<file path="src/twfo_pkg.sv">
// Shared constants and types for the 16-bit timer waveform output block.
// Assumes one 125 MHz system clock and a 32-bit APB register port.
package twfo_pkg;

    ////////////////////////////////////////////////////////////////////////
    // Counter values and fixed tops
    localparam logic [15:0] CNT_MAX = 16'hFFFF;
    localparam logic [15:0] CNT_ZERO = 16'h0000;
    localparam logic [15:0] TOP_8BIT = 16'h00FF;
    localparam logic [15:0] TOP_9BIT = 16'h01FF;
    localparam logic [15:0] TOP_10BIT = 16'h03FF;

    ////////////////////////////////////////////////////////////////////////
    // Waveform mode codes (other codes count like normal mode)
    typedef logic [3:0] twfo_wgm_t;
    localparam twfo_wgm_t WGM_NORMAL = 4'h0;
    localparam twfo_wgm_t WGM_CTC_CMPA = 4'h4;
    localparam twfo_wgm_t WGM_FAST_8 = 4'h5;
    localparam twfo_wgm_t WGM_FAST_9 = 4'h6;
    localparam twfo_wgm_t WGM_FAST_10 = 4'h7;
    localparam twfo_wgm_t WGM_CTC_CAP = 4'hC;
    localparam twfo_wgm_t WGM_FAST_CAP = 4'hE;
    localparam twfo_wgm_t WGM_FAST_CMPA = 4'hF;

    // Compare output mode field
    typedef enum logic [1:0] {
        COM_OFF = 2'h0,
        COM_TOGGLE = 2'h1,
        COM_CLEAR = 2'h2,
        COM_SET = 2'h3
    } twfo_com_e;

    // Prescaler select; codes above DIV1024 stop the timer
    typedef enum logic [2:0] {
        CS_STOP = 3'h0,
        CS_DIV1 = 3'h1,
        CS_DIV8 = 3'h2,
        CS_DIV64 = 3'h3,
        CS_DIV256 = 3'h4,
        CS_DIV1024 = 3'h5,
        CS_RSVD6 = 3'h6,
        CS_RSVD7 = 3'h7
    } twfo_cs_e;

    // Prescaler phase masks: tick when the low bits are all ones
    localparam logic [9:0] MASK_DIV1 = 10'h000;
    localparam logic [9:0] MASK_DIV8 = 10'h007;
    localparam logic [9:0] MASK_DIV64 = 10'h03F;
    localparam logic [9:0] MASK_DIV256 = 10'h0FF;
    localparam logic [9:0] MASK_DIV1024 = 10'h3FF;

    // Control register contents
    typedef struct packed {
        twfo_cs_e clkSel;
        twfo_com_e com;
        twfo_wgm_t wgm;
    } twfo_ctrl_s;

    ////////////////////////////////////////////////////////////////////////
    // Register byte addresses and field positions
    localparam logic [7:0] ADDR_CTRL = 8'h00;
    localparam logic [7:0] ADDR_COUNT = 8'h04;
    localparam logic [7:0] ADDR_CMPA = 8'h08;
    localparam logic [7:0] ADDR_CAPTOP = 8'h0C;
    localparam logic [7:0] ADDR_FLAGS = 8'h10;
    localparam logic [7:0] ADDR_FORCE = 8'h14;
    localparam logic [7:0] ADDR_PORT = 8'h18;
    localparam int CTRL_WGM_LSB = 0;
    localparam int CTRL_COM_LSB = 4;
    localparam int CTRL_CS_LSB = 8;
    localparam int FLG_OVF = 0;
    localparam int FLG_CMPA = 1;
    localparam int FLG_CAP = 2;
    localparam int FRC_A = 0;
    localparam int PORT_DATA = 0;
    localparam int PORT_DIR = 1;
    localparam twfo_ctrl_s CTRL_RESET = '{clkSel: CS_STOP, com: COM_OFF, wgm: WGM_NORMAL};

endpackage

</file>
<file path="src/twfo_top.sv">
// 16-bit timer counter with compare channel A waveform output and pin override.
// Assumes an APB master on core_clk and port pin logic that resolves the pad.
//
// Summary of operation
// - Nonzero output mode replaces port data on pin
// - Direction bit alone still enables the pin
// - Reset clears the internal output state
// - Output mode zero leaves state unchanged on match
// - New mode acts at next match; force acts now
// - Output mode never touches capture register
// - Waveform mode alone sets the counting sequence
// - Normal mode counts up and wraps at max
// - Normal overflow flag set as count becomes zero
// - Software may write the count any time
// - Clear-on-match clears at compare A or capture top
// - Clear-on-match top unbuffered; missed match wraps
// - Reaching top sets compare A or capture flag
// - Toggle mode flips channel A on each match
// - Prescaler divides by 1, 8, 64, 256, 1024
// - Clear-on-match overflow flag set on max wrap
// - Modes 5,6,7,14,15 are single-slope fast PWM
// - Non-inverting sets on match, clears at top
// - Fast PWM tops fixed, capture or compare A
// - Fast PWM buffers compare A until top
// - Mode two non-inverted, mode three inverted PWM
// - Force updates output outside fast PWM, without flag or reload
//
// Implementation choices: the address map and the APB register port.
module twfo_top (
    // Clock and reset
    input wire logic core_clk,
    input wire logic resetn,
    // APB slave
    input wire logic psel,
    input wire logic penable,
    input wire logic pwrite,
    input wire logic [7:0] paddr,
    input wire logic [31:0] pwdata,
    output logic [31:0] prdata,
    output logic pready,
    output logic pslverr,
    // Port pin
    output logic portPinOut,
    output logic portPinOe
);

    twfo_pkg::twfo_ctrl_s ctrl_ff;
    logic [15:0] timerCount_ff;
    logic [15:0] compareValueA_ff;
    logic [15:0] compareBufferA_ff;
    logic [15:0] captureTop_ff;
    logic overflowFlag_ff;
    logic compareAFlag_ff;
    logic captureFlag_ff;
    logic channelAOutputState_ff;
    logic portDataBit_ff;
    logic outputPinDirectionBit_ff;
    logic blockMatch_ff;
    logic [31:0] prdata_ff;
    logic timerTick;
    logic wrEn;
    logic mapped;
    logic isFast;
    logic isCtc;
    logic [15:0] topValue;
    logic atTop;
    logic matchA;
    logic wrapMax;
    logic forceA;
    logic nxt_state;

    ////////////////////////////////////////////////////////////////////////
    // Mode decode shared by counter, flags and output logic

    // Decode depends on the waveform mode field only
    function automatic logic fastMode(input twfo_pkg::twfo_wgm_t m);
        return m inside {twfo_pkg::WGM_FAST_8, twfo_pkg::WGM_FAST_9, twfo_pkg::WGM_FAST_10,
                         twfo_pkg::WGM_FAST_CAP, twfo_pkg::WGM_FAST_CMPA};
    endfunction

    // Write strobe for one register address
    function automatic logic regWrite(input logic en, input logic [7:0] a, input logic [7:0] r);
        return en && (a == r);
    endfunction

    assign isFast = fastMode(ctrl_ff.wgm);
    assign isCtc = (ctrl_ff.wgm == twfo_pkg::WGM_CTC_CMPA) || (ctrl_ff.wgm == twfo_pkg::WGM_CTC_CAP);

    // Top selection from the waveform mode field
    always_comb begin
        topValue = twfo_pkg::CNT_MAX;
        unique case (ctrl_ff.wgm)
            twfo_pkg::WGM_CTC_CMPA: topValue = compareValueA_ff;
            twfo_pkg::WGM_CTC_CAP: topValue = captureTop_ff;
            twfo_pkg::WGM_FAST_8: topValue = twfo_pkg::TOP_8BIT;
            twfo_pkg::WGM_FAST_9: topValue = twfo_pkg::TOP_9BIT;
            twfo_pkg::WGM_FAST_10: topValue = twfo_pkg::TOP_10BIT;
            twfo_pkg::WGM_FAST_CAP: topValue = captureTop_ff;
            twfo_pkg::WGM_FAST_CMPA: topValue = compareValueA_ff;
            default: topValue = twfo_pkg::CNT_MAX;
        endcase
    end

    // Equality only: a top written below the count is passed over until wrap
    assign atTop = (isCtc || isFast) && (timerCount_ff == topValue);
    assign wrapMax = timerCount_ff == twfo_pkg::CNT_MAX;
    // A count write blocks the match of the following timer cycle
    assign matchA = (timerCount_ff == compareValueA_ff) && !blockMatch_ff;

    twfo_prescaler u_prescaler (
        .core_clk(core_clk),
        .resetn(resetn),
        .clkSel(ctrl_ff.clkSel),
        .timerTick(timerTick)
    );

    ////////////////////////////////////////////////////////////////////////
    // APB slave: zero wait states, read data captured in the setup phase
    assign wrEn = psel && penable && pwrite;
    assign mapped = paddr inside {twfo_pkg::ADDR_CTRL, twfo_pkg::ADDR_COUNT, twfo_pkg::ADDR_CMPA,
                    twfo_pkg::ADDR_CAPTOP, twfo_pkg::ADDR_FLAGS, twfo_pkg::ADDR_FORCE, twfo_pkg::ADDR_PORT};
    assign pready = 1'b1;
    assign pslverr = psel && penable && !mapped;
    assign prdata = prdata_ff;
    assign forceA = regWrite(wrEn, paddr, twfo_pkg::ADDR_FORCE) && pwdata[twfo_pkg::FRC_A] && !isFast;

    // Read mux; unmapped addresses read zero, write cycles keep the last read data
    always_ff @(posedge core_clk or negedge resetn) begin
        if (!resetn) begin
            prdata_ff <= 32'h0000_0000;
        end else if (psel && !penable && !pwrite) begin
            unique case (paddr)
                twfo_pkg::ADDR_CTRL: prdata_ff <= {21'h000000, ctrl_ff.clkSel, 2'h0, ctrl_ff.com, ctrl_ff.wgm};
                twfo_pkg::ADDR_COUNT: prdata_ff <= {16'h0000, timerCount_ff};
                twfo_pkg::ADDR_CMPA: prdata_ff <= {16'h0000, isFast ? compareBufferA_ff : compareValueA_ff};
                twfo_pkg::ADDR_CAPTOP: prdata_ff <= {16'h0000, captureTop_ff};
                twfo_pkg::ADDR_FLAGS: prdata_ff <= {29'h00000000, captureFlag_ff, compareAFlag_ff, overflowFlag_ff};
                twfo_pkg::ADDR_PORT: prdata_ff <= {30'h00000000, outputPinDirectionBit_ff, portDataBit_ff};
                default: prdata_ff <= 32'h0000_0000;
            endcase
        end
    end

    // Control and port registers
    always_ff @(posedge core_clk or negedge resetn) begin
        if (!resetn) begin
            ctrl_ff <= twfo_pkg::CTRL_RESET;
            portDataBit_ff <= 1'b0;
            outputPinDirectionBit_ff <= 1'b0;
        end else begin
            if (regWrite(wrEn, paddr, twfo_pkg::ADDR_CTRL)) begin
                // Output mode is not buffered: used from the next match on
                ctrl_ff.wgm <= pwdata[twfo_pkg::CTRL_WGM_LSB +: 4];
                ctrl_ff.com <= twfo_pkg::twfo_com_e'(pwdata[twfo_pkg::CTRL_COM_LSB +: 2]);
                ctrl_ff.clkSel <= twfo_pkg::twfo_cs_e'(pwdata[twfo_pkg::CTRL_CS_LSB +: 3]);
            end
            if (regWrite(wrEn, paddr, twfo_pkg::ADDR_PORT)) begin
                portDataBit_ff <= pwdata[twfo_pkg::PORT_DATA];
                outputPinDirectionBit_ff <= pwdata[twfo_pkg::PORT_DIR];
            end
        end
    end

    // Capture top is written only by software; no capture event reaches it
    always_ff @(posedge core_clk or negedge resetn) begin
        if (!resetn) begin
            captureTop_ff <= twfo_pkg::CNT_ZERO;
        end else if (regWrite(wrEn, paddr, twfo_pkg::ADDR_CAPTOP)) begin
            captureTop_ff <= pwdata[15:0];
        end
    end

    ////////////////////////////////////////////////////////////////////////
    // Counter: software write wins over a timer tick in the same cycle
    always_ff @(posedge core_clk or negedge resetn) begin
        if (!resetn) begin
            timerCount_ff <= twfo_pkg::CNT_ZERO;
        end else if (regWrite(wrEn, paddr, twfo_pkg::ADDR_COUNT)) begin
            timerCount_ff <= pwdata[15:0];
        end else if (timerTick) begin
            if (atTop) begin
                timerCount_ff <= twfo_pkg::CNT_ZERO;
            end else begin
                timerCount_ff <= timerCount_ff + 16'h0001;
            end
        end
    end

    // Match blocking: armed by a count write, spent by the next tick
    always_ff @(posedge core_clk or negedge resetn) begin
        if (!resetn) begin
            blockMatch_ff <= 1'b0;
        end else if (regWrite(wrEn, paddr, twfo_pkg::ADDR_COUNT)) begin
            blockMatch_ff <= 1'b1;
        end else if (timerTick) begin
            blockMatch_ff <= 1'b0;
        end
    end

    // Compare A: direct in non-PWM modes, buffered to top in fast PWM
    always_ff @(posedge core_clk or negedge resetn) begin
        if (!resetn) begin
            compareValueA_ff <= twfo_pkg::CNT_ZERO;
            compareBufferA_ff <= twfo_pkg::CNT_ZERO;
        end else begin
            if (regWrite(wrEn, paddr, twfo_pkg::ADDR_CMPA)) begin
                compareBufferA_ff <= pwdata[15:0];
            end
            if (regWrite(wrEn, paddr, twfo_pkg::ADDR_CMPA) && !isFast) begin
                compareValueA_ff <= pwdata[15:0];
            end else if (isFast && timerTick && atTop) begin
                compareValueA_ff <= compareBufferA_ff;
            end
        end
    end

    ////////////////////////////////////////////////////////////////////////
    // Flags: hardware only sets, software clears by writing one; set wins
    always_ff @(posedge core_clk or negedge resetn) begin
        if (!resetn) begin
            overflowFlag_ff <= 1'b0;
            compareAFlag_ff <= 1'b0;
            captureFlag_ff <= 1'b0;
        end else begin
            if (timerTick && ((isFast && atTop) || (!isFast && wrapMax))) begin
                overflowFlag_ff <= 1'b1;
            end else if (regWrite(wrEn, paddr, twfo_pkg::ADDR_FLAGS) && pwdata[twfo_pkg::FLG_OVF]) begin
                overflowFlag_ff <= 1'b0;
            end
            // Forced compares never reach this flag
            if (timerTick && matchA) begin
                compareAFlag_ff <= 1'b1;
            end else if (regWrite(wrEn, paddr, twfo_pkg::ADDR_FLAGS) && pwdata[twfo_pkg::FLG_CMPA]) begin
                compareAFlag_ff <= 1'b0;
            end
            if (timerTick && atTop && (topValue == captureTop_ff)
                && (ctrl_ff.wgm inside {twfo_pkg::WGM_CTC_CAP, twfo_pkg::WGM_FAST_CAP})) begin
                captureFlag_ff <= 1'b1;
            end else if (regWrite(wrEn, paddr, twfo_pkg::ADDR_FLAGS) && pwdata[twfo_pkg::FLG_CAP]) begin
                captureFlag_ff <= 1'b0;
            end
        end
    end

    ////////////////////////////////////////////////////////////////////////
    // Output state: top action first, then a match overrides it so that
    // compare equal to top gives a constant level in fast PWM clear and set modes
    always_comb begin
        nxt_state = channelAOutputState_ff;
        if (forceA) begin
            unique case (ctrl_ff.com)
                twfo_pkg::COM_TOGGLE: nxt_state = !channelAOutputState_ff;
                twfo_pkg::COM_CLEAR: nxt_state = 1'b0;
                twfo_pkg::COM_SET: nxt_state = 1'b1;
                twfo_pkg::COM_OFF: nxt_state = channelAOutputState_ff;
            endcase
        end else if (timerTick) begin
            if (isFast && atTop) begin
                if (ctrl_ff.com == twfo_pkg::COM_CLEAR) begin
                    nxt_state = 1'b0;
                end else if (ctrl_ff.com == twfo_pkg::COM_SET) begin
                    nxt_state = 1'b1;
                end
            end
            if (matchA) begin
                unique case (ctrl_ff.com)
                    twfo_pkg::COM_TOGGLE: nxt_state = !channelAOutputState_ff;
                    twfo_pkg::COM_CLEAR: nxt_state = isFast ? 1'b1 : 1'b0;
                    twfo_pkg::COM_SET: nxt_state = isFast ? 1'b0 : 1'b1;
                    twfo_pkg::COM_OFF: nxt_state = channelAOutputState_ff;
                endcase
            end
        end
    end

    // State kept across mode changes; reset only by the system reset
    always_ff @(posedge core_clk or negedge resetn) begin
        if (!resetn) begin
            channelAOutputState_ff <= 1'b0;
        end else begin
            channelAOutputState_ff <= nxt_state;
        end
    end

    ////////////////////////////////////////////////////////////////////////
    // Pin override multiplexer; direction never overridden
    assign portPinOut = (ctrl_ff.com != twfo_pkg::COM_OFF) ? channelAOutputState_ff : portDataBit_ff;
    assign portPinOe = outputPinDirectionBit_ff;

    ////////////////////////////////////////////////////////////////////////
    // Checks
    a_pin_override: assert property (@(posedge core_clk) disable iff (!resetn)
        (ctrl_ff.com != twfo_pkg::COM_OFF) |-> (portPinOut == channelAOutputState_ff)
            && (portPinOe == outputPinDirectionBit_ff))
        else $error("pin not driven by output state");

    a_state_reset: assert property (@(posedge core_clk)
        $rose(resetn) |-> !channelAOutputState_ff)
        else $error("output state not cleared by reset");

    a_mode_zero_hold: assert property (@(posedge core_clk) disable iff (!resetn)
        (ctrl_ff.com == twfo_pkg::COM_OFF) && $stable(ctrl_ff.com) |=> $stable(channelAOutputState_ff))
        else $error("state changed with output mode zero");

    a_normal_wrap: assert property (@(posedge core_clk) disable iff (!resetn)
        timerTick && (ctrl_ff.wgm == twfo_pkg::WGM_NORMAL) && wrapMax && !wrEn
            |=> (timerCount_ff == twfo_pkg::CNT_ZERO) && overflowFlag_ff)
        else $error("normal mode wrap or overflow flag wrong");

    a_ctc_clear: assert property (@(posedge core_clk) disable iff (!resetn)
        timerTick && isCtc && (timerCount_ff == topValue) && !wrEn |=> timerCount_ff == twfo_pkg::CNT_ZERO)
        else $error("clear on match missed");

    a_ctc_toggle: assert property (@(posedge core_clk) disable iff (!resetn)
        timerTick && isCtc && matchA && (ctrl_ff.com == twfo_pkg::COM_TOGGLE) && !wrEn
            |=> channelAOutputState_ff != $past(channelAOutputState_ff))
        else $error("toggle on match missing");

    a_fast_restart: assert property (@(posedge core_clk) disable iff (!resetn)
        timerTick && isFast && atTop && !wrEn
            |=> (timerCount_ff == twfo_pkg::CNT_ZERO) && overflowFlag_ff)
        else $error("fast PWM did not restart at top");

    a_count_write: assert property (@(posedge core_clk) disable iff (!resetn)
        regWrite(wrEn, paddr, twfo_pkg::ADDR_COUNT) |=> timerCount_ff == 16'($past(pwdata)))
        else $error("count write not taken");

    a_ctc_wrap: assert property (@(posedge core_clk) disable iff (!resetn)
        timerTick && isCtc && wrapMax && !atTop && !wrEn
            |=> (timerCount_ff == twfo_pkg::CNT_ZERO) && overflowFlag_ff)
        else $error("clear-on-match wrap or overflow flag wrong");

    a_port_data: assert property (@(posedge core_clk) disable iff (!resetn)
        (ctrl_ff.com == twfo_pkg::COM_OFF) |-> portPinOut == portDataBit_ff)
        else $error("pin not driven by port data");

    a_buffer_hold: assert property (@(posedge core_clk) disable iff (!resetn)
        isFast && !(timerTick && atTop) |=> $stable(compareValueA_ff))
        else $error("compare A changed away from top");

    a_force_noflag: assert property (@(posedge core_clk) disable iff (!resetn)
        forceA && !timerTick && !compareAFlag_ff |=> !compareAFlag_ff && $stable(timerCount_ff))
        else $error("force touched flag or counter");

endmodule

</file>
<file path="src/twfo_prescaler.sv">
// Timer clock enable generator: one core_clk pulse per N system clocks.
// Assumes the select comes from a register on the same clock.
module twfo_prescaler (
    // Clock and reset
    input wire logic core_clk,
    input wire logic resetn,
    // Divisor select
    input wire twfo_pkg::twfo_cs_e clkSel,
    // Timer clock enable pulse
    output logic timerTick
);

    logic [9:0] phase_ff;
    logic [9:0] mask;

    ////////////////////////////////////////////////////////////////////////
    // Free-running phase; shared by all divisors so a change of divisor
    // costs at most one partial period
    always_ff @(posedge core_clk or negedge resetn) begin
        if (!resetn) begin
            phase_ff <= 10'h000;
        end else begin
            phase_ff <= phase_ff + 10'h001;
        end
    end

    // Divisor one of 1, 8, 64, 256 or 1024
    always_comb begin
        mask = twfo_pkg::MASK_DIV1;
        unique case (clkSel)
            twfo_pkg::CS_DIV8: mask = twfo_pkg::MASK_DIV8;
            twfo_pkg::CS_DIV64: mask = twfo_pkg::MASK_DIV64;
            twfo_pkg::CS_DIV256: mask = twfo_pkg::MASK_DIV256;
            twfo_pkg::CS_DIV1024: mask = twfo_pkg::MASK_DIV1024;
            default: mask = twfo_pkg::MASK_DIV1;
        endcase
    end

    // Stopped and reserved selects give no tick
    assign timerTick = (clkSel inside {twfo_pkg::CS_DIV1, twfo_pkg::CS_DIV8, twfo_pkg::CS_DIV64,
                        twfo_pkg::CS_DIV256, twfo_pkg::CS_DIV1024}) && ((phase_ff & mask) == mask);

endmodule

</file>
<file path="config.mk">
export PLATFORM = sky130hd
export DESIGN_NAME = twfo_top
export DESIGN_NICKNAME = d
export VERILOG_FILES = /design/src/twfo_pkg.sv /design/src/twfo_top.sv /design/src/twfo_prescaler.sv
export SDC_FILE = /design/constraint.sdc
export NUM_CORES = 1
export LEC_CHECK = 0
export ABC_AREA = 1
export BUFFER_PORTS_ARGS = -buffer_cell sky130_fd_sc_hd__buf_2
export CORE_MARGIN = 8
export CORE_UTILIZATION = 55
export DETAILED_ROUTE_END_ITERATION = 6
export GPL_TIMING_DRIVEN = 1
export PLACE_DENSITY_LB_ADDON = 0.12
export REMOVE_ABC_BUFFERS = 1
export SLEW_MARGIN = 10
export SYNTH_ARGS = -nofsm -noshare
export SYNTH_HDL_FRONTEND = slang
export SYNTH_SLANG_ARGS = --single-unit
</file>
<file path="constraint.sdc">
create_clock -name core_clk -period 2.6 [get_ports core_clk]
set_input_delay 0.39 -clock core_clk [delete_from_list [all_inputs] [get_ports core_clk]]
set_output_delay 0.39 -clock core_clk [all_outputs]
set_load 0.02 [all_outputs]
</file>
**Word level (Yosys, flattened, before mapping)**

Index checks and enable logic that the tools add are counted.
Widths: inputs -> output; s select.

- Input bits: 45
- Output and inout bits: 36
- Word-level logic and storage cells: 132
- Bits in registers: 122

- Equal/unequal tests: 28
- $add $sub $neg: 2
- Multiplexer cells: 28
- Bitwise logic cells: 1
- Reduce and logical (&&, ||, !) cells: 57

Operator list:

| cell | number |
|---|---|
| $mux 16 | 6 |
| $pmux 16 s6 | 1 |
| $pmux 16 s5 | 1 |
| $eq 16x16->1 | 3 |
| $pmux 10 s4 | 1 |
| $logic_and 1x1->1 | 30 |
| $eq 8x5->1 const B | 3 |
| $mux 1 | 17 |
| $add 16x1->16 const B | 1 |
| $eq 16x16->1 const B | 1 |
| $eq 4x3->1 const B | 4 |
| $eq 8x4->1 const B | 2 |
| $reduce_bool 2->1 | 8 |
| $eq 4x4->1 const B | 3 |
| $add 10x1->10 const B | 1 |
| $and 10x10->10 | 1 |
| $eq 10x10->1 | 1 |
| $reduce_bool 5->1 | 2 |
| $eq 8x3->1 const B | 1 |
| $logic_not 8->1 | 1 |
| $reduce_bool 7->1 | 1 |
| $eq 3x2->1 const B | 2 |
| $eq 3x3->1 const B | 2 |
| $logic_not 1->1 | 6 |
| other kinds (11) | 17 |

**Depth between registers and ports, before layout**

- Depth after elaboration: 10
- Gate-level depth with buffers: 19
- Mapped depth without buffers: 18

**Hierarchy**

Synthesis repeated with hierarchy kept, for this count alone.

- Cells, all modules: 919
- Area, all modules: 6543.8 sq um

Modules (own cells, without submodules):

| module | times used | area an instance (sq um) | seq. area each (sq um) | cells each |
|---|---|---|---|---|
| twfo_top | 1 | 6033.3 | 2402.3 | 857 |
| twfo_prescaler | 1 | 510.5 | 250.2 | 62 |

**Worst setup path before layout**

Ideal clock, no wire load.

- Path kind: input to register
- From: in paddr[1]
- To: reg timerCount_ff[10]
- Data arrival time: 1.912 ns
- Path slack: 0.564 ns
- Stages on the path: 11
- Path buffers: 1
- Library setup time: 0.124 ns
- Data required time: 2.476 ns
- Path through: or2_1 > inv_1 > nand3_1 > nor2_2 > inv_1 > nor2_2 > nor2_1 > inv_1 > buf_2 > o22ai_1 > o21bai_1

- Cells in the longest elaborated chain, start to end: 3
- Elaborated cells between the ends (all ways): 4
- Classes of those cells: eq/ne (1); mux (1); reduce/logical (2)

Ends and longest elaborated chain:

| what | RTL line | text |
|---|---|---|
| from (decl) | twfo_top.sv:37 | `input wire logic [7:0] paddr,` |
| $eq 8x3->1 (*) | twfo_top.sv:83 | `return en && (a == r);` |
| $logic_and 1x1->1 (*) | twfo_top.sv:83 |  |
| $mux 16 or $reduce_bool 2->1 (tied branches) | -- |  |
| to (signal assigned) | twfo_top.sv:177 | `timerCount_ff <= twfo_pkg::CNT_ZERO;` |
| to (signal assigned) | twfo_top.sv:179 | `timerCount_ff <= pwdata[15:0];` |
| to (signal assigned) | twfo_top.sv:182 | `timerCount_ff <= twfo_pkg::CNT_ZERO;` |
| to (decl) | twfo_top.sv:48 | `logic [15:0] timerCount_ff;` |

Every way passes the cells marked *; elsewhere a longest branch is shown, timed or not.
A chain may end at the register's enable or synchronous reset.

**Worst setup path in the final report**

- From: reg ctrl_ff[7] (netlist name)
- To: reg timerCount_ff[5]

- Cells in the longest elaborated chain, start to end: 6
- Elaborated cells between the ends (all ways): 11
- Classes of those cells: eq/ne (6); mux (1); bitwise (1); reduce/logical (3)

Ends and longest elaborated chain:

| what | RTL line | text |
|---|---|---|
| $eq 3x3->1 or $eq 3x2->1 (tied branches) | twfo_prescaler.sv:30, twfo_prescaler.sv:40 |  |
| $pmux 10 s4 | twfo_prescaler.sv:30 | `unique case (clkSel)` |
| $and 10x10->10 | twfo_prescaler.sv:41 | `twfo_pkg::CS_DIV256, twfo_pkg::CS_DIV1024}) && ((phase_ff & mask) == mask);` |
| $eq 10x10->1 | twfo_prescaler.sv:41 |  |
| $logic_and 1x1->1 (*) | twfo_prescaler.sv:41 |  |
| $reduce_bool 2->1 (no source line) (*) | -- |  |
| to (signal assigned) | twfo_top.sv:179 |  |
| to (signal assigned) | twfo_top.sv:182 |  |
| to (signal assigned) | twfo_top.sv:184 | `timerCount_ff <= timerCount_ff + 16'h0001;` |

Marked as above.

==> run summary <==
### Clock tree
* **Post-CTS Repair Setup Buffers** 0
* **total CTS buffers** 9
* **buffer levels on the longest clock path** 2
* **buffer cell driving the clock tree root** sky130_fd_sc_hd__clkbuf_16
* **CTS tree** done
* **clock transition time at the flip-flop clock pins of the worst setup and hold paths** 0.07 ns
* **post-cts resize count** 0
* **Clock Latency Late Sink** 0.36 ns
* **clock sink total** 106
* **number of buffers inserted for hold repair after clock tree synthesis** 0
* **number of H-tree branching levels** 3

### STA
* **max-slew violation count** 0
* **Final setup viols** 0
* **Worst Slack Setup Final** 0.155 ns
* **share of the clock period used by the worst path** 94.0%
* **Final min period** 2.44 ns
* **clock skew after layout** 0.0101 ns
* **final hold violations** 0
* **Worst Tran Pin Value** 0.636 ns
* **worst slew margin relative to its limit** 57.5%
* **top achievable clock speed** 409 MHz
* **RSZ-0062 raised after global routing** false

### Cells and area
* **number of inserted diodes** 0
* **NumNets Final** 998
* **final design instance area without fill** 7330 um^2
* **area delta synth->final** 13.1%
* **fraction of layout cells with a size suffix above 1** 14.5%

### Worst hold path
* **min-delay worst type** input pin to asynchronous set/reset pin

### Die
* **number of placement rows** 39
* **initial cell density of the core** 56.5%
* **Die H** 125 um
* **Placeable Area** 11500 um^2
* **die outline area** 15500 um^2
* **I/O pin count** 81
* **chip width** 125 um

### Critical path
* **data arrival time of the worst path** 2.69 ns
* **biggest fanout along the worst timing path** 7
* **worst reg-to-reg path cell count** 12
* **flop2flop setup slack** 0.16 ns
* **launch instance of the worst register-to-register path** ctrl_ff[7]
* **launching element of the worst setup path** ctrl_ff[7]
* **critical path startpoint category** flop
* **Critical R2R Capture** timerCount_ff[5]
* **CP Capture Type** flop
* **kind of critical path** flop to flop
* **data required time of the worst path** 2.84 ns

### Yosys
* **fraction of post-synthesis cell area in the top cell type by area** 40.9%
* **Seq/Total Area, Yosys** 40.9%
* **number of register bits inferred by synthesis** 106
* **average instance area after synthesis** 7.29 um^2
* **top cell type by total area after synthesis** sky130_fd_sc_hd__dfrtp_1
* **Post-Syn Area** 6480 um^2
* **distinct cell type count after synthesis** 46
* **number of synthesis warnings** 0
* **synth top area cells** sky130_fd_sc_hd__dfrtp_1 (41%), sky130_fd_sc_hd__nand2_1 (15%), sky130_fd_sc_hd__o21ai_0 (8.3%)
* **number of instances in the synthesized netlist** 889

### Power and ir drop
* **leakage power summed over all cells** 3.53 nW
* **areal power density over the cells** 616 nW/um^2
* **Overall Power** 4.51 mW
* **maximum VDD drop** 0.395 mV

### Route
* **via count** 6324
* **drt first-iter violations** 542
* **Total Wirelength** 19200 um
* **via/cell ratio** 5.76
* **number of remaining DRC errors** 0
* **post-detailed-route wirelength per cell** 17.5 um
* **DRT Pass-1 Iters** 5
* **post-detailed-route count of antenna-violating nets** 0

### Global route
* **wire length of the first global-routing pass** 31000 um
* **vias in the first global route** 6060
* **largest net degree at the start of global routing** 43
* **gr ovfl total** 0
* **antenna violations before repair** 0
* **aggregate global-route resource usage** 24.7%

### Run status
* **outcome** finished clean

### Placed design
* **final RePlAce weighted congestion** 0.993
* **number of input and output port buffers inserted** 47
* **total cell area at the placement stage** 6920 um^2
* **pre-CTS setup slack** 0.110 ns
* **hpwl dp** 14000 um

### Flow run
* **number of max-capacitance violations reported** 0

report_power, final:
group          internal [mW]  switching (mW)
registers               1.78           0.178
clock network          0.994           0.608
logic                  0.350           0.606
Yosys cell counts (all sizes together):
cell     instances
nand2          281
o21ai          119
dfrtp          106
inv             98
nor2            58
nand3           53
buf             24
o22ai           23
nand4           20
clkbuf          19
xor2            18
a21oi           17
nor3            10
o21bai           8
xnor2            5
a221oi           4
ha               4
a22oi            3
o2111ai          3
a211oi           2
a31oi            2
clkinv           2
conb             2
o211ai           2
a21o             1
a31o             1
nand3b           1
nor4             1
o31ai            1
or2              1
final cells by class:
cell class / instances / area [um^2]
clock inverter: 4 / 97.6
timing repair buffer: 76 / 480
tap: 143 / 179
multi-input combinational: 656 / 3280
inverter: 100 / 378
fill: 1050 / 4140
sequential: 106 / 2660
clock buffer: 12 / 256
metrics by stage:
step / setup TNS [ns] / utilization, % / std cells / hold slack (ns)
floorplan: -3.81 / - / 861 / 0.0944
global placement: 0 / 60.3 / 1080 / 0.428
detailed placement: 0 / 60.3 / 1080 / 0.426
CTS: 0 / 63.4 / 1096 / 0.0376
global route: 0 / 63.9 / 1097 / 0.0674
finish: 0 / 63.9 / 1097 / 0.0215
registers in the layout, summed over array words and instances (netlist names):
| register | cells |
|---|---|
| blockMatch_ff | 1 |
| compareAFlag_ff | 1 |
| u_prescaler.phase_ff | 10 |
| prdata | 16 |
| compareBufferA_ff | 16 |
| overflowFlag_ff | 1 |
| channelAOutputState_ff | 1 |
| portPinOe | 1 |
| captureFlag_ff | 1 |
| compareValueA_ff | 16 |
| ctrl_ff | 9 |
| captureTop_ff | 16 |
| portDataBit_ff | 1 |
| timerCount_ff | 16 |
critical path, stage by stage, from the launching register on:
cell                       delay [ns]
sky130_fd_sc_hd__dfrtp_1         0.45
sky130_fd_sc_hd__inv_1           0.11
sky130_fd_sc_hd__ha_1            0.20
sky130_fd_sc_hd__a21oi_1         0.12
sky130_fd_sc_hd__a21oi_1         0.07
sky130_fd_sc_hd__o21ai_0         0.09
sky130_fd_sc_hd__nand2_1         0.31
sky130_fd_sc_hd__inv_1           0.25
sky130_fd_sc_hd__nor2_1          0.08
sky130_fd_sc_hd__inv_1           0.18
sky130_fd_sc_hd__buf_4           0.22
sky130_fd_sc_hd__o22ai_1         0.08
sky130_fd_sc_hd__o21bai_1        0.18
kinds of logic after synthesis:
kind of cell             Yosys count  synth area share, %
XOR/XNOR                          23                 3.22
AO/OA/AOI/OAI                    186                 16.3
other                              2                0.116
flip-flops                       106                 40.9
AND/OR/NAND/NOR                  425                 28.6
buffers and inverters            143                 10.1
adder cells (fa/ha/maj)            4                0.772
per-layer routing:
metal / track usage (%) / share of wire (%)
met3: 4.38 / 8.4
met1: 32.8 / 44
met5: 0 / 0
met4: 12.2 / 3.7
met2: 38.2 / 44
worst max path at each step:
stage	slack (ns)	endpoint	cells after the start
floorplan	-0.25	compareValueA_ff[0]	10
global placement	0.18	compareValueA_ff[1]	15
detailed placement	0.11	compareValueA_ff[7]	15
CTS	0.08	compareValueA_ff[7]	15
global route	0.005	channelAOutputState_ff	17
finish	0.16	timerCount_ff[5]	12
placed cells by master (no fill, tap or decap), types with 13 or more instances in the layout:
cell and n:
sky130_fd_sc_hd__nand2_2 13, sky130_fd_sc_hd__nand2_1 264, sky130_fd_sc_hd__nor2_1 49, sky130_fd_sc_hd__buf_4 28, sky130_fd_sc_hd__o21ai_0 108, sky130_fd_sc_hd__conb_1 17, sky130_fd_sc_hd__nand3_1 51, sky130_fd_sc_hd__o22ai_1 23
sky130_fd_sc_hd__inv_1 93, sky130_fd_sc_hd__a21oi_1 16, sky130_fd_sc_hd__buf_2 46, sky130_fd_sc_hd__nand4_1 18, sky130_fd_sc_hd__xor2_1 17, sky130_fd_sc_hd__dfrtp_1 103
No activity file was read; power rests on OpenSTA's default activity.
